===== src/shared/ptm_cfg.svh =====
// constants of the periodic timer pulse and capture block
`ifndef PTM_CFG_SVH
`define PTM_CFG_SVH

`define PTM_CW          10
`define PTM_CNT_ZERO    10'h000
`define PTM_CNT_ONE     10'h001
`define PTM_CNT_MAX     10'h3ff

`define PTM_ADDR_W      5
`define PTM_DATA_W      32
`define PTM_STRB_W      4
`define PTM_OFF_CTRL    5'h00
`define PTM_OFF_STATUS  5'h04
`define PTM_OFF_COUNT   5'h08
`define PTM_OFF_CMPA    5'h0c
`define PTM_OFF_CMPP    5'h10
`define PTM_ALIGN_ZERO  2'h0

`define PTM_RESP_OKAY   2'h0
`define PTM_RESP_DECERR 2'h3

`define PTM_MODE_CMP    2'h0
`define PTM_MODE_CAP    2'h1
`define PTM_MODE_SPULSE 2'h2
`define PTM_MODE_TMR    2'h3

`define PTM_IO_RISE     2'h0
`define PTM_IO_FALL     2'h1
`define PTM_IO_BOTH     2'h2
`define PTM_IO_NONE     2'h3

`define PTM_CTRL_RST    8'h00
`define PTM_CTRL_LO_W   4
`define PTM_RUN_POS     4
`define PTM_CTRL_HI_POS 5
`define PTM_CTRL_HI_W   4
`define PTM_FLAG_A_POS  0
`define PTM_FLAG_P_POS  1
`define PTM_WORD_ZERO   32'h0000_0000

`endif


===== src/shared/ptm_pkg.sv =====
// types of the periodic timer pulse and capture block
`include "ptm_cfg.svh"
package ptm_pkg;

  typedef logic [`PTM_CW-1:0] count_t;

  typedef struct packed {
    logic output_polarity_invert;
    logic output_initial_level;
    logic counter_clear_select;
    logic capture_source_select;
    logic pin_io_select_hi;
    logic pin_io_select_lo;
    logic timer_mode_select_hi;
    logic timer_mode_select_lo;
  } ctrl_t;

  typedef struct packed {
    logic [`PTM_DATA_W-1:0] data;
    logic [`PTM_STRB_W-1:0] strb;
  } axi_w_t;

  typedef struct packed {
    logic [`PTM_DATA_W-1:0] data;
    logic [1:0]             resp;
  } axi_r_t;

endpackage


===== src/design/edge_sync.sv =====
// two-flop pin synchroniser with edge pulses
`timescale 1ns/1ps
module edge_sync (
  input  wire logic i_ref_clk,
  input  wire logic i_rst_n,
  input  wire logic i_pin,
  output logic      o_rise,
  output logic      o_fall
);

  logic meta_reg;
  logic sync_reg;
  logic prev_reg;

  always_ff @(posedge i_ref_clk) begin
    if (!i_rst_n) begin
      meta_reg <= 1'b0;
      sync_reg <= 1'b0;
      prev_reg <= 1'b0;
    end else begin
      meta_reg <= i_pin;
      sync_reg <= meta_reg;
      prev_reg <= sync_reg;
    end
  end

  assign o_rise = sync_reg & ~prev_reg;
  assign o_fall = ~sync_reg & prev_reg;

endmodule


===== src/design/periodic_timer_pulse_capture.sv =====
// 10-bit timer: single-pulse output and capture input, axi4-lite registers
//
// The register addresses and the AXI4-Lite interface to the registers were chosen for this implementation.
`timescale 1ns/1ps
`include "ptm_cfg.svh"
module periodic_timer_pulse_capture (
  input  wire logic                   i_ref_clk,
  input  wire logic                   i_rst_n,
  input  wire logic                   i_s_axi_awvalid,
  output logic                        o_s_axi_awready,
  input  wire logic [`PTM_ADDR_W-1:0] i_s_axi_awaddr,
  input  wire logic                   i_s_axi_wvalid,
  output logic                        o_s_axi_wready,
  input  wire ptm_pkg::axi_w_t        i_s_axi_w,
  output logic                        o_s_axi_bvalid,
  input  wire logic                   i_s_axi_bready,
  output logic [1:0]                  o_s_axi_bresp,
  input  wire logic                   i_s_axi_arvalid,
  output logic                        o_s_axi_arready,
  input  wire logic [`PTM_ADDR_W-1:0] i_s_axi_araddr,
  output logic                        o_s_axi_rvalid,
  input  wire logic                   i_s_axi_rready,
  output ptm_pkg::axi_r_t             o_s_axi_r,
  input  wire logic                   i_external_clock_pin,
  input  wire logic                   i_capture_input_pin,
  output logic                        o_timer_out
);

  ptm_pkg::ctrl_t         ctrl_reg;
  ptm_pkg::count_t        count_reg;
  ptm_pkg::count_t        compare_a_value_reg;
  ptm_pkg::count_t        compare_p_value_reg;
  logic                   counter_run_bit_reg;
  logic                   run_d_reg;
  logic                   compare_a_flag_reg;
  logic                   compare_p_flag_reg;
  logic                   cap_pend_reg;
  logic                   out_reg;
  logic                   aw_held_reg;
  logic                   w_held_reg;
  logic [`PTM_ADDR_W-1:0] waddr_reg;
  ptm_pkg::axi_w_t        wbeat_reg;
  logic                   bvalid_reg;
  logic [1:0]             bresp_reg;
  logic                   rvalid_reg;
  ptm_pkg::axi_r_t        rbeat_reg;

  logic                   ext_rise;
  logic                   ext_fall;
  logic                   cap_rise;
  logic                   cap_fall;
  logic [1:0]             mode;
  logic [1:0]             pin_io;
  logic                   mode_sp;
  logic                   mode_cap;
  logic                   run_rise;
  logic                   match_a;
  logic                   wrap_p;
  logic                   src_rise;
  logic                   src_fall;
  logic                   cap_edge;
  logic                   ext_trigger;
  logic                   act_lvl;
  logic                   do_write;
  logic [`PTM_ADDR_W-1:0] waddr_al;
  logic [`PTM_ADDR_W-1:0] raddr_al;
  logic                   wr_ctrl;
  logic                   wr_status;
  logic                   wr_cmpa;
  logic                   wr_cmpp;
  logic                   wr_hit;
  logic [`PTM_DATA_W-1:0] wmask;
  logic [`PTM_DATA_W-1:0] ctrl_word;
  logic [`PTM_DATA_W-1:0] status_word;
  logic [`PTM_DATA_W-1:0] ctrl_new;
  logic [`PTM_DATA_W-1:0] cmpa_new;
  logic [`PTM_DATA_W-1:0] cmpp_new;
  logic [`PTM_DATA_W-1:0] rd_word;
  logic                   rd_hit;

  edge_sync u_ext_sync (
    .i_ref_clk (i_ref_clk),
    .i_rst_n   (i_rst_n),
    .i_pin     (i_external_clock_pin),
    .o_rise    (ext_rise),
    .o_fall    (ext_fall)
  );

  edge_sync u_cap_sync (
    .i_ref_clk (i_ref_clk),
    .i_rst_n   (i_rst_n),
    .i_pin     (i_capture_input_pin),
    .o_rise    (cap_rise),
    .o_fall    (cap_fall)
  );

  // mode decode
  assign mode     = {ctrl_reg.timer_mode_select_hi, ctrl_reg.timer_mode_select_lo};
  assign pin_io   = {ctrl_reg.pin_io_select_hi, ctrl_reg.pin_io_select_lo};
  assign mode_sp  = (mode == `PTM_MODE_SPULSE);
  assign mode_cap = (mode == `PTM_MODE_CAP);
  assign run_rise = counter_run_bit_reg & ~run_d_reg;
  assign act_lvl  = ctrl_reg.output_initial_level ^ ctrl_reg.output_polarity_invert;

  // comparators
  assign match_a = mode_sp & counter_run_bit_reg & ~run_rise & (count_reg == compare_a_value_reg);
  assign wrap_p  = mode_cap & counter_run_bit_reg & ~run_rise &
                   ((compare_p_value_reg == `PTM_CNT_ZERO) ? (count_reg == `PTM_CNT_MAX)
                                                           : (count_reg == compare_p_value_reg));

  // capture edge select
  assign src_rise    = ctrl_reg.capture_source_select ? ext_rise : cap_rise;
  assign src_fall    = ctrl_reg.capture_source_select ? ext_fall : cap_fall;
  assign ext_trigger = mode_sp & ext_rise;

  always_comb begin
    cap_edge = 1'b0;
    if (mode_cap) begin
      case (pin_io)
        `PTM_IO_RISE: cap_edge = src_rise;
        `PTM_IO_FALL: cap_edge = src_fall;
        `PTM_IO_BOTH: cap_edge = src_rise | src_fall;
        default:      cap_edge = 1'b0;
      endcase
    end
  end

  // axi write side
  assign o_s_axi_awready = ~aw_held_reg & ~bvalid_reg;
  assign o_s_axi_wready  = ~w_held_reg & ~bvalid_reg;
  assign o_s_axi_bvalid  = bvalid_reg;
  assign o_s_axi_bresp   = bresp_reg;
  assign do_write        = aw_held_reg & w_held_reg & ~bvalid_reg;
  assign waddr_al        = {waddr_reg[`PTM_ADDR_W-1:2], `PTM_ALIGN_ZERO};
  assign wr_ctrl         = do_write & (waddr_al == `PTM_OFF_CTRL);
  assign wr_status       = do_write & (waddr_al == `PTM_OFF_STATUS);
  assign wr_cmpa         = do_write & (waddr_al == `PTM_OFF_CMPA);
  assign wr_cmpp         = do_write & (waddr_al == `PTM_OFF_CMPP);
  assign wr_hit          = wr_ctrl | wr_status | wr_cmpa | wr_cmpp |
                           (waddr_al == `PTM_OFF_COUNT);

  genvar gi;
  generate
    for (gi = 0; gi < `PTM_STRB_W; gi++) begin : g_mask
      assign wmask[gi*8 +: 8] = {8{wbeat_reg.strb[gi]}};
    end
  endgenerate

  assign ctrl_word   = {{(`PTM_DATA_W-`PTM_CTRL_HI_POS-`PTM_CTRL_HI_W){1'b0}},
                        ctrl_reg[`PTM_CTRL_HI_W+`PTM_CTRL_LO_W-1:`PTM_CTRL_LO_W],
                        counter_run_bit_reg, ctrl_reg[`PTM_CTRL_LO_W-1:0]};
  assign status_word = {{(`PTM_DATA_W-2){1'b0}}, compare_p_flag_reg, compare_a_flag_reg};
  assign ctrl_new    = (ctrl_word & ~wmask) | (wbeat_reg.data & wmask);
  assign cmpa_new    = ({{(`PTM_DATA_W-`PTM_CW){1'b0}}, compare_a_value_reg} & ~wmask) |
                       (wbeat_reg.data & wmask);
  assign cmpp_new    = ({{(`PTM_DATA_W-`PTM_CW){1'b0}}, compare_p_value_reg} & ~wmask) |
                       (wbeat_reg.data & wmask);

  always_ff @(posedge i_ref_clk) begin
    if (!i_rst_n) begin
      aw_held_reg <= 1'b0;
      waddr_reg   <= `PTM_OFF_CTRL;
    end else if (o_s_axi_awready && i_s_axi_awvalid) begin
      aw_held_reg <= 1'b1;
      waddr_reg   <= i_s_axi_awaddr;
    end else if (do_write) begin
      aw_held_reg <= 1'b0;
    end
  end

  always_ff @(posedge i_ref_clk) begin
    if (!i_rst_n) begin
      w_held_reg <= 1'b0;
      wbeat_reg  <= '0;
    end else if (o_s_axi_wready && i_s_axi_wvalid) begin
      w_held_reg <= 1'b1;
      wbeat_reg  <= i_s_axi_w;
    end else if (do_write) begin
      w_held_reg <= 1'b0;
    end
  end

  always_ff @(posedge i_ref_clk) begin
    if (!i_rst_n) begin
      bvalid_reg <= 1'b0;
      bresp_reg  <= `PTM_RESP_OKAY;
    end else if (do_write) begin
      bvalid_reg <= 1'b1;
      bresp_reg  <= wr_hit ? `PTM_RESP_OKAY : `PTM_RESP_DECERR;
    end else if (i_s_axi_bready) begin
      bvalid_reg <= 1'b0;
    end
  end

  // axi read side
  assign o_s_axi_arready = ~rvalid_reg;
  assign o_s_axi_rvalid  = rvalid_reg;
  assign o_s_axi_r       = rbeat_reg;
  assign raddr_al        = {i_s_axi_araddr[`PTM_ADDR_W-1:2], `PTM_ALIGN_ZERO};

  always_comb begin
    rd_hit  = 1'b1;
    rd_word = `PTM_WORD_ZERO;
    case (raddr_al)
      `PTM_OFF_CTRL:   rd_word = ctrl_word;
      `PTM_OFF_STATUS: rd_word = status_word;
      `PTM_OFF_COUNT:  rd_word = {{(`PTM_DATA_W-`PTM_CW){1'b0}}, count_reg};
      `PTM_OFF_CMPA:   rd_word = {{(`PTM_DATA_W-`PTM_CW){1'b0}}, compare_a_value_reg};
      `PTM_OFF_CMPP:   rd_word = {{(`PTM_DATA_W-`PTM_CW){1'b0}}, compare_p_value_reg};
      default:         rd_hit  = 1'b0;
    endcase
  end

  always_ff @(posedge i_ref_clk) begin
    if (!i_rst_n) begin
      rvalid_reg <= 1'b0;
      rbeat_reg  <= '0;
    end else if (i_s_axi_arvalid && !rvalid_reg) begin
      rvalid_reg     <= 1'b1;
      rbeat_reg.data <= rd_word;
      rbeat_reg.resp <= rd_hit ? `PTM_RESP_OKAY : `PTM_RESP_DECERR;
    end else if (i_s_axi_rready) begin
      rvalid_reg <= 1'b0;
    end
  end

  // control fields
  always_ff @(posedge i_ref_clk) begin
    if (!i_rst_n) begin
      ctrl_reg <= `PTM_CTRL_RST;
    end else if (wr_ctrl) begin
      ctrl_reg <= {ctrl_new[`PTM_CTRL_HI_POS+`PTM_CTRL_HI_W-1:`PTM_CTRL_HI_POS],
                   ctrl_new[`PTM_CTRL_LO_W-1:0]};
    end
  end

  // run bit: match clear, then pin trigger, then software
  always_ff @(posedge i_ref_clk) begin
    if (!i_rst_n) begin
      counter_run_bit_reg <= 1'b0;
      run_d_reg           <= 1'b0;
    end else begin
      run_d_reg <= counter_run_bit_reg;
      if (match_a) begin
        counter_run_bit_reg <= 1'b0;
      end else if (ext_trigger) begin
        counter_run_bit_reg <= 1'b1;
      end else if (wr_ctrl) begin
        counter_run_bit_reg <= ctrl_new[`PTM_RUN_POS];
      end
    end
  end

  // 10-bit counter
  always_ff @(posedge i_ref_clk) begin
    if (!i_rst_n) begin
      count_reg <= `PTM_CNT_ZERO;
    end else if (run_rise) begin
      count_reg <= `PTM_CNT_ZERO;
    end else if (wrap_p) begin
      count_reg <= `PTM_CNT_ZERO;
    end else if (counter_run_bit_reg && !match_a) begin
      count_reg <= count_reg + `PTM_CNT_ONE;
    end
  end

  // compare registers, capture beats software
  always_ff @(posedge i_ref_clk) begin
    if (!i_rst_n) begin
      compare_a_value_reg <= `PTM_CNT_ZERO;
    end else if (cap_edge) begin
      compare_a_value_reg <= count_reg;
    end else if (wr_cmpa) begin
      compare_a_value_reg <= cmpa_new[`PTM_CW-1:0];
    end
  end

  always_ff @(posedge i_ref_clk) begin
    if (!i_rst_n) begin
      compare_p_value_reg <= `PTM_CNT_ZERO;
    end else if (wr_cmpp) begin
      compare_p_value_reg <= cmpp_new[`PTM_CW-1:0];
    end
  end

  // flags: write one clears, set wins
  always_ff @(posedge i_ref_clk) begin
    if (!i_rst_n) begin
      cap_pend_reg       <= 1'b0;
      compare_a_flag_reg <= 1'b0;
      compare_p_flag_reg <= 1'b0;
    end else begin
      cap_pend_reg <= cap_edge;
      if (match_a || cap_pend_reg) begin
        compare_a_flag_reg <= 1'b1;
      end else if (wr_status && wmask[`PTM_FLAG_A_POS] && wbeat_reg.data[`PTM_FLAG_A_POS]) begin
        compare_a_flag_reg <= 1'b0;
      end
      if (wrap_p) begin
        compare_p_flag_reg <= 1'b1;
      end else if (wr_status && wmask[`PTM_FLAG_P_POS] && wbeat_reg.data[`PTM_FLAG_P_POS]) begin
        compare_p_flag_reg <= 1'b0;
      end
    end
  end

  // output pin
  always_ff @(posedge i_ref_clk) begin
    if (!i_rst_n) begin
      out_reg <= 1'b0;
    end else if (mode_sp) begin
      out_reg <= counter_run_bit_reg ? act_lvl : ~act_lvl;
    end else begin
      out_reg <= 1'b0;
    end
  end

  assign o_timer_out = out_reg;
endmodule


===== config.mk =====
export PLATFORM = sky130hd
export DESIGN_NAME = periodic_timer_pulse_capture
export DESIGN_NICKNAME = d
export VERILOG_FILES = /design/src/shared/ptm_pkg.sv /design/src/design/edge_sync.sv /design/src/design/periodic_timer_pulse_capture.sv
export VERILOG_INCLUDE_DIRS = /design/src /design/src/shared
export SDC_FILE = /design/constraint.sdc
export NUM_CORES = 1
export LEC_CHECK = 0
export BUFFER_PORTS_ARGS = -buffer_cell sky130_fd_sc_hd__buf_2
export CORE_ASPECT_RATIO = 0.6
export CORE_MARGIN = 2
export CORE_UTILIZATION = 50
export DETAILED_ROUTE_END_ITERATION = 10
export GPL_TIMING_DRIVEN = 0
export PLACE_DENSITY = 0.75
export SLEW_MARGIN = 20
export SYNTH_ARGS = -nofsm -noshare
export SYNTH_HDL_FRONTEND = slang
export SYNTH_SLANG_ARGS = --single-unit

===== constraint.sdc =====
create_clock -name i_ref_clk -period 3 [get_ports i_ref_clk]
set_clock_uncertainty 0.05 [all_clocks]
set_input_delay 0.15 -clock i_ref_clk [delete_from_list [all_inputs] [get_ports i_ref_clk]]
set_output_delay 0.15 -clock i_ref_clk [all_outputs]
set_load 0.005 [all_outputs]

### Word-level counts from Yosys, hierarchy flattened

Cells that the tools add are included.

| operators by class | value |
|---|---|
| add/subtract/negate cells | 1 |
| muxes and demuxes | 25 |
| bitwise operators | 46 |
| equal/unequal tests | 15 |
| reductions and logical operators | 26 |

Operator list:

| kind | number |
|---|---|
| one-hot mux 10 bit (5 select lines) | 1 |
| bitwise AND 10 bit | 3 |
| bitwise AND 1 bit | 20 |
| equality test 10 bit | 2 |
| 2-to-1 mux 10 bit | 2 |
| OR 10 bit | 2 |
| 2-to-1 mux 1 bit | 19 |
| nonzero test 2 bit | 8 |
| equality test 3 x 2 -> 1 bit (second input constant) | 4 |
| inverter 1 bit | 12 |
| adder 10 x 1 -> 10 bit (second input constant) | 1 |
| equality test 10 bit (second input constant) | 1 |
| zero test 10 bit | 1 |
| zero test 5 bit | 2 |
| inverter 10 bit | 1 |
| bitwise AND 9 bit | 1 |
| OR 9 bit | 1 |
| logical AND 1 bit | 7 |
| equality test 3 x 1 -> 1 bit (second input constant) | 2 |
| equality test 3 bit (second input constant) | 2 |
| OR 1 bit | 5 |
| OR reduction 5 bit | 1 |
| equality test 2 x 1 -> 1 bit (second input constant) | 2 |
| equality test 2 bit (second input constant) | 2 |
| other kinds (9) | 11 |

| storage, ports and cells | value |
|---|---|
| word-level logic and storage cells | 146 |
| flip-flop bits (word level) | 107 |
| output and inout bits | 42 |
| bits of input ports | 55 |

### Depth between registers and ports, before layout

Gate-level depths: netlist of run 1.

| depth | value |
|---|---|
| word-level depth | 8 |
| gate-level depth with buffers | 8 |
| depth with buffers taken out | 6 |

### Hierarchy

From an unflattened synthesis of run 1, not the netlist that was laid out.

| second synthesis, totals | value |
|---|---|
| cell total of the unflattened synthesis | 475 |
| area total of the unflattened synthesis | 4033.9 um^2 |

Modules (own cells, without submodules):

| module | sequential area each (um^2) | times used | area an instance (um^2) | cells an instance |
|---|---|---|---|---|
| periodic_timer_pulse_capture | 1501.4 | 1 | 3851.2 | 459 |
| edge_sync | 60.1 | 2 | 91.3 | 8 |

### Least setup slack after synthesis of run 1

No wires, ideal clock.

| path | value |
|---|---|
| path kind | register to register |
| start | reg with a tool-made name |
| end | reg count_reg[0] |
| cell stages (with the launch flop) | 7 |
| library setup time | 0.127 ns |
| arrival | 1.512 ns |
| path buffers | 0 |
| data required time | 2.823 ns |
| path slack | 1.311 ns |
| period minus slack after synthesis | 1.689 ns |
| cell sequence | dfxtp_1 -> nor4_4 -> and3_4 -> and3_1 -> o2111ai_2 -> o221ai_4 -> nor2_1 |

RTL lines:

| element | line | RTL |
|---|---|---|
| to (signal assigned) | periodic_timer_pulse_capture.sv:257 | `` count_reg <= `PTM_CNT_ZERO; `` |
| to (signal assigned) | periodic_timer_pulse_capture.sv:259 | `` count_reg <= `PTM_CNT_ZERO; `` |
| to (signal assigned) | periodic_timer_pulse_capture.sv:261 | `` count_reg <= `PTM_CNT_ZERO; `` |
| to (decl) | periodic_timer_pulse_capture.sv:30 | `ptm_pkg::count_t count_reg;` |

==> summary.txt, run 1 <==
Floorplanning
  – Die W: roughly 120 um
  – Core Region: between 0.007 and 0.008 mm2
  – Die area: 0.00885 mm2
  – Initial Util: about half
  – Die Ht: ~74 um
  – I/O Pins: 97
  – Rows: 25

Synthesis
  – Seq/Total Area, Yosys: between 40% and 50%
  – Synthesized area: just over 0.004 mm2
  – Area share of the largest cell type after synthesis: between 40 and 50%
  – FF+latch count, synth: roughly 80
  – Most frequent cell after synthesis: dfxtp_1
  – Number of synthesized flops with an enable pin: 0
  – Largest cells by area after synthesis: dfxtp_1 (40%), nor2_1 (7.0%), mux2i_1 (6.9%)
  – Post-Syn Area per Cell: just under 9 um2
  – Synth warn: 0
  – Post-synth cell types: 55
  – Commonest cells post-synth: dfxtp_1 (81), nor2_1 (75), nand2_1 (38), a21oi_1 (30)
  – Post-Synthesis Cells: approximately 460
  – Ys flop type: dfxtp_1
  – Share of flip-flops with an asynchronous set or reset: 0%
  – Yosys top cell by area: dfxtp_1

Clocking
  – Clock slew at reported path FFs: about 0.060 ns
  – CTS resizes: 0
  – CTS tree: yes
  – Num CTS Buffers: 9
  – Clk sinks: 81
  – Clk buf depth: 2
  – H-tree levels: 3
  – Root buf cell: clkbuf_16
  – Clk Latency, worst-skew pair: about 0.35 ns

Worst setup path
  – Reg2reg path depth: 4
  – Nature of the critical path startpoint: flip-flop
  – Required @ worst endpoint: between 3 and 4 ns
  – WS Path Type: reg2reg
  – R2R Setup Slk: between 0.9 and 1 ns
  – Arrival @ worst endpoint: about 2.2 ns
  – CP max FO: 9
  – RR Startpoint: waddr_reg[3]$_SDFFE_PN0P_
  – CP Capture Type: flip-flop

Drt
  – Via density per instance: around 5.3
  – Drt initial violations: 315
  – Post-route DRC: 0
  – Drt pass-1 iters: 5
  – Per-cell routed wire length: roughly 16 um
  – Final wirelength: 10,500 um
  – Antenna viol nets, final: 0
  – Vias: between 3,000 and 4,000

Power
  – Power per cell area: slightly above 500 mW/mm2
  – LEAKAGE: between 2 and 2.5 nW
  – VDD IR max: around 0.35 mV
  – Total power: between 2 and 3 mW

Hold path
  – Worst min-delay path startpoint: i_s_axi_w[6]
  – Worst Hold Path EP: wbeat_reg[6]$_SDFFE_PN0P_
  – Worst min path class: in2reg
  – Hold depth: 3

STA
  – Final period util: about two thirds
  – RSZ-0062 raised after global routing: no
  – Worst-Margin Slew: approximately 0.8 ns
  – Final Max Slew Viols: 0
  – Slew HR: roughly 47%
  – Fin crit period: 2.03 ns
  – Final Hold Violating Endpoints: 0
  – Fmax: ~0.5 GHz
  – Sum Neg Setup Slack: 0 ns
  – Setup Viol. Count Final: 0

Global route
  – First-pass GRT wire length: around 17,000 um
  – Vias in the first global route: between 3,000 and 4,000
  – Initial antenna violation count: 0
  – Global-route usage over all layers: between 20% and 30%
  – Remaining global-route overflow: 0
  – Largest net degree at the start of global routing: 14

Job
  – # Max-Cap Violations: 0

Cells and area
  – Area occupied by multi-input gates: approximately 0.0021 mm2
  – Ant diodes: 0
  – Register area: about 0.0016 mm2
  – Final #Nets: 609
  – P&R area growth vs syn: 21.8%
  – Fillcell total: ~700
  – Layout cells sized above 1: a little over a fifth
  – Final Core Density: a little over three fifths
  – Cell area after layout: just under 0.005 mm2

Placed design
  – GP Congestion: ~0.92
  – Final HPWL DP: between 7000 and 8000 um
  – Placed inst area: around 0.0045 mm2
  – Port Buffers: 45

Run status
  – Status: finished clean
## critical path, cell delays in order (launching register included)
cell	delay, ns
dfxtp_1	0.38
nor2_1	0.33
nand4_1	0.69
mux2i_1	0.37
nor2_1	0.06
## area by class of cell
cell class / count / share of cell area, %
Timing Repair Buffer: 58 / 7.21
Clock inverter: 5 / 1.62
Clock buffer: 11 / 4.72
Multi-Input combinational cell: 340 / 43.4
Buffer: 52 / 6.55
Inverter: 11 / 0.838
Sequential cell: 81 / 32.9
Tap cell: 108 / 2.74
## worst max path at each step
stage	from	to	slack (ns)	cells after the start
CTS	flip-flop	count_reg[5]$_SDFFE_PP0P_	1.03	6
global placement	flip-flop	count_reg[7]$_SDFFE_PP0P_	1.05	6
finish	waddr_reg[3]$_SDFFE_PN0P_	flip-flop	0.97	4
floorplan	flip-flop	count_reg[0]$_SDFFE_PP0P_	1.31	6
global route	waddr_reg[3]$_SDFFE_PN0P_	flip-flop	0.87	4
detailed placement	flip-flop	count_reg[0]$_SDFFE_PP0P_	1.04	6
## through the flow
stage,setup slack (ns),hold slack [ns],instances
after global placement,1.05,0.288,637
after detailed placement,1.04,0.293,637
after CTS,1.03,0.00203,666
after floorplan,1.31,0.199,484
final,0.974,0.00897,666
after global routing,0.867,0.0181,666
## repair_timing
item | 4_1_cts | 5_1_grt
setup buffers | 0 | 0
hold buffers | 13 | 0
endpoints found under the hold margin | 13 | 0
## cell families after synthesis
kind of cell | share of synthesized area [%]
simple gates | 21.6
compound gates | 14.1
flops | 40.1
buf+inv | 9.00
mux | 9.43
xor+xnor | 5.41
fa+ha+maj | 0.309
other cells | 0.0926
## layout by cell type (no fill, tap or decap), types with 10 or more instances in the layout
cell,netlist,final
conb_1,1,22
mux2i_1,28,28
buf_4,28,28
clkbuf_1,16,18
nand2_1,38,38
xor2_1,16,16
dlygate4sd3_1,0,13
and2_1,10,10
dfxtp_1,81,81
a211oi_1,18,18
a21oi_1,30,30
nor2_1,75,75
buf_2,6,51
## routing by layer
metal,vias up,share of wire [%],GRT usage [%]
li1,1732,-,-
met1,1662,47,35.0
met2,134,43,40.2
met3,10,8.6,6.29
met4,0,1.1,7.19
met5,-,0,0
## power by group
group          internal (mW)  switching [mW]  leakage [nW]
Sequential              1.11          0.0314         0.659
Clock                  0.727           0.442         0.146
Combinational         0.0939           0.106          1.47
Note: power is estimated with default switching activity, not from simulation.
==> inputs of run 2 (changes only) <==
--- a/config.mk
+++ b/config.mk
@@ -6,13 +6,14 @@
 export SDC_FILE = /design/constraint.sdc
 export NUM_CORES = 1
 export LEC_CHECK = 0
+export ABC_AREA = 1
 export BUFFER_PORTS_ARGS = -buffer_cell sky130_fd_sc_hd__buf_2
 export CORE_ASPECT_RATIO = 0.6
 export CORE_MARGIN = 2
-export CORE_UTILIZATION = 50
+export CORE_UTILIZATION = 49
 export DETAILED_ROUTE_END_ITERATION = 10
 export GPL_TIMING_DRIVEN = 0
-export PLACE_DENSITY = 0.75
+export PLACE_DENSITY = 0.77
 export SLEW_MARGIN = 20
 export SYNTH_ARGS = -nofsm -noshare
 export SYNTH_HDL_FRONTEND = slang
==> constraint.sdc (replaced) <==
create_clock -name i_ref_clk -period 1.63 [get_ports i_ref_clk]
set_clock_uncertainty 0.05 [all_clocks]
set_input_delay 0.0815 -clock i_ref_clk [delete_from_list [all_inputs] [get_ports i_ref_clk]]
set_output_delay 0.0815 -clock i_ref_clk [all_outputs]
set_load 0.005 [all_outputs]
==> run 2 against run 1 <==
The flow now finishes with violations (negative setup slack). Sequential power increased by 82%. Total power increased by 83%. Largest power group is now registers. Worst hold slack got worse by 0.0039 ns. Area after synthesis increased by 2.5%.
==> summary.txt, run 2 <==
STA
  – Final period util: 108% (+41 points)
  – Worst-Margin Slew: 0.698 ns (-0.0974 ns)
  – RSZ-0062 raised after global routing: yes
  – Setup Viol. Count Final: 14 (+14)
  – Sum Neg Setup Slack: -1.15 ns (-1.15 ns)
  – Final setup margin: -0.137 ns (-1.11 ns)
  – Fin crit period: 1.77 ns (-0.259 ns)
  – Slew HR: 53.4% (+6.6 points)
  – Fmax: 0.566 GHz (+15%)
  – Final Hold Violating Endpoints: 0 (unchanged)
  – Final Max Slew Viols: 0 (unchanged)

Clocking
  – Clk sinks: 81 (unchanged)
  – Root buf cell: clkbuf_16
  – Clock slew at reported path FFs: 0.06 ns (about the same)
  – Clk Latency, worst-skew pair: 0.34 ns (about the same)
  – CTS tree: yes
  – H-tree levels: 3 (unchanged)
  – Clk buf depth: 2 (unchanged)
  – Num CTS Buffers: 9 (unchanged)

Synthesis
  – Ys flop type: dfxtp_1
  – Number of synthesized flops with an enable pin: 0 (unchanged)
  – Yosys top cell by area: dfxtp_1
  – Commonest cells post-synth: nand2_1 (99), dfxtp_1 (81), inv_1 (79), o21ai_0 (55), nor2_1 (52)
  – Post-Synthesis Cells: 601 (+30%)
  – Post-Syn Area per Cell: 6.90 um2 (-21%)
  – Largest cells by area after synthesis: dfxtp_1 (39%), nand2_1 (9.0%), inv_1 (7.1%)
  – Seq/Total Area, Yosys: 39.1% (-0.97 points)
  – Area share of the largest cell type after synthesis: 39.1% (-0.97 points)
  – FF+latch count, synth: 81 (unchanged)
  – Synthesized area: 0.00415 mm2 (+2.5%)
  – Post-synth cell types: 35 (-36%)
  – Share of flip-flops with an asynchronous set or reset: 0% (unchanged)
  – Synth warn: 0 (unchanged)
  – Most frequent cell after synthesis: nand2_1

Worst setup path
  – Required @ worst endpoint: 1.82 ns (-1.34 ns)
  – CP max FO: 6 (-3)
  – R2R Setup Slk: -0.14 ns (-1.11 ns)
  – Worst setup path end: count_reg[9]$_SDFFE_PP0P_
  – Arrival @ worst endpoint: 1.95 ns (-0.23 ns)
  – CP Capture Type: flip-flop
  – RR Endpoint: count_reg[9]$_SDFFE_PP0P_
  – WS Path Type: reg2reg
  – Reg2reg path depth: 10 (+6)
  – RR Startpoint: count_reg[8]$_SDFFE_PP0P_
  – Crit path from: count_reg[8]$_SDFFE_PP0P_
  – Nature of the critical path startpoint: flip-flop

Cells and area
  – Most frequent cells in the layout: nand2_1 (87), inv_1 (70), dfxtp_1 (59)
  – Finished Layout Cells: 828 (+24%)
  – Final #Nets: 770 (+26%)
  – Commonest non-fill, non-tap cell in the layout: nand2_1
  – Layout cells sized above 1: 29.8% (+8.6 points)
  – Final Core Density: 69.4% (+6.6 points)
  – P&R area growth vs syn: 34.4%

Drt
  – Drt pass-1 iters: 5 (unchanged)
  – Antenna viol nets, final: 0 (unchanged)
  – Wire length on met3: 2150 um (+140%)
  – Via density per instance: 5.61 (+5.6%)
  – Final wirelength: 14,500 um (+37%)
  – Drt initial violations: 620 (+97%)
  – Highest routed layer: met4
  – Per-cell routed wire length: 17.5 um (+11%)
  – Met2 Wirelength: 5960 um (+32%)
  – Vias: 4,646 (+31%)
  – Post-route DRC: 0 (unchanged)
  – Wire length on met1: 6050 um (+21%)

Floorplanning
  – Initial Util: 51.6% (about the same)
  – Rows: 25 (unchanged)
  – Die area: 0.00924 mm2 (+4.4%)
  – Die W: 123 um (+2.2%)
  – I/O Pins: 97 (unchanged)
  – Die Ht: 75.3 um (+2.1%)
  – Core Region: 0.00804 mm2 (+2.4%)

Hold path
  – Worst min path class: in2reg

Run status
  – Status: finished with violations
  – Failing checks: negative setup slack

Power
  – Comb pwr share: 9.8% (+1.8 points)
  – Switch share: 25.2% (+2.1 points)
  – Reg power frac: 45.3% (about the same)
  – Clk pwr share: 44.9% (-1.7 points)
  – Switch Pwr: 1.16 mW (+100%)
  – VDD IR max: 0.630 mV (+81%)
  – Power per cell area: 822 mW/mm2 (+62%)
  – LEAKAGE: 2.35 nW (+3.1%)
  – P_int: 3.43 mW (+78%)

Global route
  – Global-route usage over all layers: 30.6% (+5.1 points)
  – First-pass GRT wire length: 20,700 um (+21%)
  – Initial antenna violation count: 0 (unchanged)
  – Vias in the first global route: 3,859 (+18%)
  – Largest net degree at the start of global routing: 14 (unchanged)
  – Remaining global-route overflow: 0 (unchanged)

Job
  – # Max-Cap Violations: 0 (unchanged)

Placed design
  – Inst Count DP: 776 (+22%)
  – Port Buffers: 46 (+2.2%)
  – GP Congestion: 0.984 (+6.6%)
  – Final HPWL DP: 9830 um (+25%)
run 2: cell count changes after synthesis, moves of 23 or more:
cell	delta
inv_1	+70
mux2i_1	-28
nand2_1	+61
nand3_1	+46
nor2_1	-23
o21ai_0	+48
run 2: final cells by class:
class | instances | area [um2]
fillers | 668 | 2460
multi-input cells | 410 | 2280
flip-flops and latches | 81 | 1670
repair buffers | 80 | 538
inverters | 88 | 347
plain buffers | 44 | 308
clock buffers | 12 | 246
well taps | 108 | 135
clock inverters | 4 | 52.6
diodes | 1 | 2.50
run 2: what timing repair did:
item | in CTS | in global routing
endpoints found under the setup margin | 18 | 39
hold endpoints to repair | 13 | 0
hold buffers | 14 | 0
setup buffers | 3 | 14
resized for setup | 38 | 88
gates cloned | 2 | 3
pin swaps | 13 | 28
run 2: worst min-delay path by stage:
stage                         start                             end  cells past startpoint
3_3_place_gp    i_capture_input_pin  u_cap_sync.meta_reg$_SDFF_PN0_                      3
6_report              i_s_axi_w[13]      wbeat_reg[13]$_SDFFE_PN0P_                      3
2_1_floorplan   i_capture_input_pin  u_cap_sync.meta_reg$_SDFF_PN0_                      2
4_1_cts                i_s_axi_w[5]       wbeat_reg[5]$_SDFFE_PN0P_                      3
5_1_grt                i_s_axi_w[6]       wbeat_reg[6]$_SDFFE_PN0P_                      3
3_5_place_dp   i_external_clock_pin  u_ext_sync.meta_reg$_SDFF_PN0_                      3
run 2: power groups by stage:
stage               logic, mW  registers, mW  clock network [mW]
floorplan               0.237           2.11                   0
global placement        0.349           2.12                   0
detailed placement      0.359           2.12                   0
CTS                     0.395           2.08                2.06
global route            0.488           2.08                2.16
finish                  0.449           2.08                2.06
run 2: routing by layer:
layer / up-vias / track usage, %
met5: - / 0
met4: 0 / 7.79
met3: 44 / 9.77
met2: 354 / 46.0
met1: 2095 / 42.6
li1: 2153 / -
run 2: kinds of logic after synthesis:
| logic type | after synthesis | share of synthesized area (%) |
|---|---|---|
| DFF | 81 | 39.1 |
| and+or+nand+nor | 240 | 25.7 |
| AOI/OAI and AO/OA | 131 | 17.0 |
| other | 1 | 0.0904 |
| xor gates and xnor gates | 14 | 2.96 |
| adders and majority gates | 1 | 0.302 |
| buffers and inverters | 133 | 14.9 |
run 2: stage by stage:
| step | hold slack [ns] | power (mW) | setup slack, ns | instance area, um2 |
|---|---|---|---|---|
| floorplan | 0.129 | 2.35 | 0.155 | 4230 |
| global placement | 0.213 | 2.47 | -0.243 | 4590 |
| detailed placement | 0.225 | 2.48 | -0.231 | 4590 |
| CTS | 0.00115 | 4.53 | -0.0467 | 5180 |
| global route | 0.0109 | 4.73 | -0.208 | 5570 |
| finish | 0.00504 | 4.58 | -0.137 | 5580 |
run 2: critical path, stage by stage (launching register included):
cell	delay [ns]
dfxtp_4	0.40
inv_4	0.06
nand2_1	0.07
nand4_1	0.12
nor3_2	0.31
nand3_4	0.19
buf_6	0.18
nand3_1	0.06
nand2_1	0.06
inv_1	0.10
nor2_4	0.05
==> inputs of run 3 (changes only) <==
--- a/config.mk
+++ b/config.mk
@@ -14,6 +14,7 @@
 export DETAILED_ROUTE_END_ITERATION = 10
 export GPL_TIMING_DRIVEN = 0
 export PLACE_DENSITY = 0.77
+export SETUP_SLACK_MARGIN = 0.05
 export SLEW_MARGIN = 20
 export SYNTH_ARGS = -nofsm -noshare
 export SYNTH_HDL_FRONTEND = slang
==> run 3 against run 2 <==
The run still ends with negative setup slack left. Critical endpoint is now count_reg[6]$_SDFFE_PP0P_. Total power is 0.29% higher. Register-to-register slack better by 0.05 ns. Worst setup slack better by 0.053 ns. Final cell count decreased by 0.12%. Die area unchanged. Final area grew 1.6%. Critical path type unchanged. Clock-buffer cell count unchanged. Wire length shrank 0.35%.
==> summary.txt, run 3 (same netlist as run 2, synthesis figures left out) <==
Run status
  – Status: finished with violations
  – Failing checks: negative setup slack

Power
  – Clk pwr share: 44.8% (about the same)
  – Total power: 4.60 mW (+0.29%)
  – Reg power frac: 45.3% (about the same)
  – Power per cell area: 811 mW/mm2 (-1.3%)
  – Comb pwr share: 9.8% (about the same)
  – LEAKAGE: 2.41 nW (+2.8%)
  – Switch Pwr: 1.16 mW (+0.75%)
  – Switch share: 25.3% (+0.12 points)
  – VDD IR max: 0.662 mV (+5.1%)
  – P_int: 3.43 mW (+0.13%)

Drt
  – Vias: 4,582 (-1.4%)
  – Post-route DRC: 0 (unchanged)
  – Drt initial violations: 770 (+24%)
  – Via density per instance: 5.54 (-1.3%)
  – Antenna viol nets, final: 0 (unchanged)
  – Per-cell routed wire length: 17.4 um (-0.22%)
  – Drt pass-1 iters: 6 (+1)
  – Final wirelength: 14,400 um (-0.35%)

Floorplanning
  – Core Region: 0.00804 mm2 (unchanged)
  – Die W: 123 um (unchanged)
  – I/O Pins: 97 (unchanged)
  – Initial Util: 51.6% (unchanged)
  – Die area: 0.00924 mm2 (unchanged)
  – Die Ht: 75.3 um (unchanged)
  – Rows: 25 (unchanged)

Global route
  – Vias in the first global route: 3,885 (+0.67%)
  – Initial antenna violation count: 0 (unchanged)
  – Remaining global-route overflow: 0 (unchanged)
  – Global-route usage over all layers: 30.6% (unchanged)
  – First-pass GRT wire length: 20,700 um (+0.20%)
  – Largest net degree at the start of global routing: 14 (unchanged)

Placed design
  – GP Congestion: 0.984 (unchanged)
  – Inst Count DP: 776 (unchanged)
  – Port Buffers: 46 (unchanged)
  – Final HPWL DP: 9830 um (unchanged)

Clocking
  – Clock slew at reported path FFs: 0.06 ns (about the same)
  – Root buf cell: clkbuf_16
  – H-tree levels: 3 (unchanged)
  – Clk Latency, worst-skew pair: 0.34 ns (about the same)
  – Clk buf depth: 2 (unchanged)
  – CTS tree: yes
  – Num CTS Buffers: 9 (unchanged)
  – Clk sinks: 81 (unchanged)

Cells and area
  – Finished Layout Cells: 827 (-0.12%)
  – Layout cells sized above 1: 31.2% (+1.4 points)
  – P&R area growth vs syn: 36.6%
  – Commonest non-fill, non-tap cell in the layout: nand2_1
  – Final #Nets: 770 (unchanged)
  – Most frequent cells in the layout: nand2_1 (85), inv_1 (71), dfxtp_1 (61)
  – Ant diodes: 0 (-1)

STA
  – Slew HR: 55.4% (+1.9 points)
  – Worst-Margin Slew: 0.669 ns (-0.0288 ns)
  – Final setup margin: -0.0841 ns (+0.0527 ns)
  – Setup Viol. Count Final: 12 (-2)
  – Final Max Slew Viols: 0 (unchanged)
  – Final Hold Violating Endpoints: 0 (unchanged)
  – Final period util: 105% (-3.2 points)
  – RSZ-0062 raised after global routing: yes
  – Fin crit period: 1.71 ns (-0.0527 ns)
  – Fmax: 0.583 GHz (+3.1%)
  – Hold slack: 0.000684 ns (-0.00436 ns)

Hold path
  – Worst min path class: in2reg

Worst setup path
  – Required @ worst endpoint: 1.81 ns (about the same)
  – CP max FO: 5 (-1)
  – Nature of the critical path startpoint: flip-flop
  – WS Path Type: reg2reg
  – Arrival @ worst endpoint: 1.90 ns (-0.05 ns)
  – CP Capture Type: flip-flop

Job
  – # Max-Cap Violations: 0 (unchanged)
-- run 3: cell type report --
class | count | area (um2)
plain buffers | 44 | 317
clock buffers | 12 | 246
clock inverters | 4 | 52.6
fillers | 647 | 2370
inverters | 88 | 342
multi-input cells | 409 | 2330
flip-flops and latches | 81 | 1660
well taps | 108 | 135
repair buffers | 81 | 581
-- run 3: repair_timing --
action | 4_1_cts | 5_1_grt
hold endpoints to repair | 13 | 0
resized for setup | 49 | 98
pin swaps | 14 | 36
hold buffers | 14 | 0
gates cloned | 2 | 3
setup buffers | 4 | 13
setup endpoints to repair | 31 | 44
-- run 3: final timing paths --
check        slack (ns)                            from                             end  cells past startpoint
max               -0.08                       flip-flop       count_reg[6]$_SDFFE_PP0P_                     13
min              0.0007                   i_s_axi_w[13]      wbeat_reg[13]$_SDFFE_PN0P_                      3
max reg2reg       -0.08                       flip-flop       count_reg[6]$_SDFFE_PP0P_                     13
min reg2reg        0.37  u_ext_sync.meta_reg$_SDFF_PN0_  u_ext_sync.sync_reg$_SDFF_PN0_                      2
-- run 3: through the flow --
step           util, %  setup slack (ns)  setup TNS (ns)  area, um2
2_1_floorplan        -             0.155               0       4230
6_report          70.5           -0.0841          -0.713       5670
4_1_cts           65.1           -0.0467          -0.339       5230
3_5_place_dp      57.1            -0.231           -2.52       4590
3_3_place_gp      57.1            -0.243           -2.48       4590
5_1_grt           70.5            -0.163           -1.99       5670
-- run 3: power groups by stage --
stage	combinational, mW	sequential [mW]	clock, mW
finish	0.452	2.08	2.06
detailed placement	0.359	2.12	0
floorplan	0.237	2.11	0
global placement	0.349	2.12	0
global route	0.495	2.09	2.15
CTS	0.399	2.08	2.06
-- run 3: worst max-delay path, cell delays in order (launching register included) --
cell and delay, ns:
dfxtp_2 0.34, nor2_1 0.14, nand2_2 0.10, inv_1 0.08, nand2_2 0.08, buf_6 0.15, nand3_2 0.05, nand2_1 0.06
inv_2 0.07, nand2_4 0.05, nor2_4 0.12, nand3_4 0.13, nand2_4 0.14, nor2_1 0.05
-- run 3: per-layer routing --
metal | vias up | part of all wire (%) | global-route usage [%]
met5 | - | 0 | 0
met4 | 0 | 2.0 | 7.79
met3 | 36 | 14 | 9.70
met2 | 329 | 42 | 45.9
met1 | 2077 | 42 | 42.7
li1 | 2140 | - | -
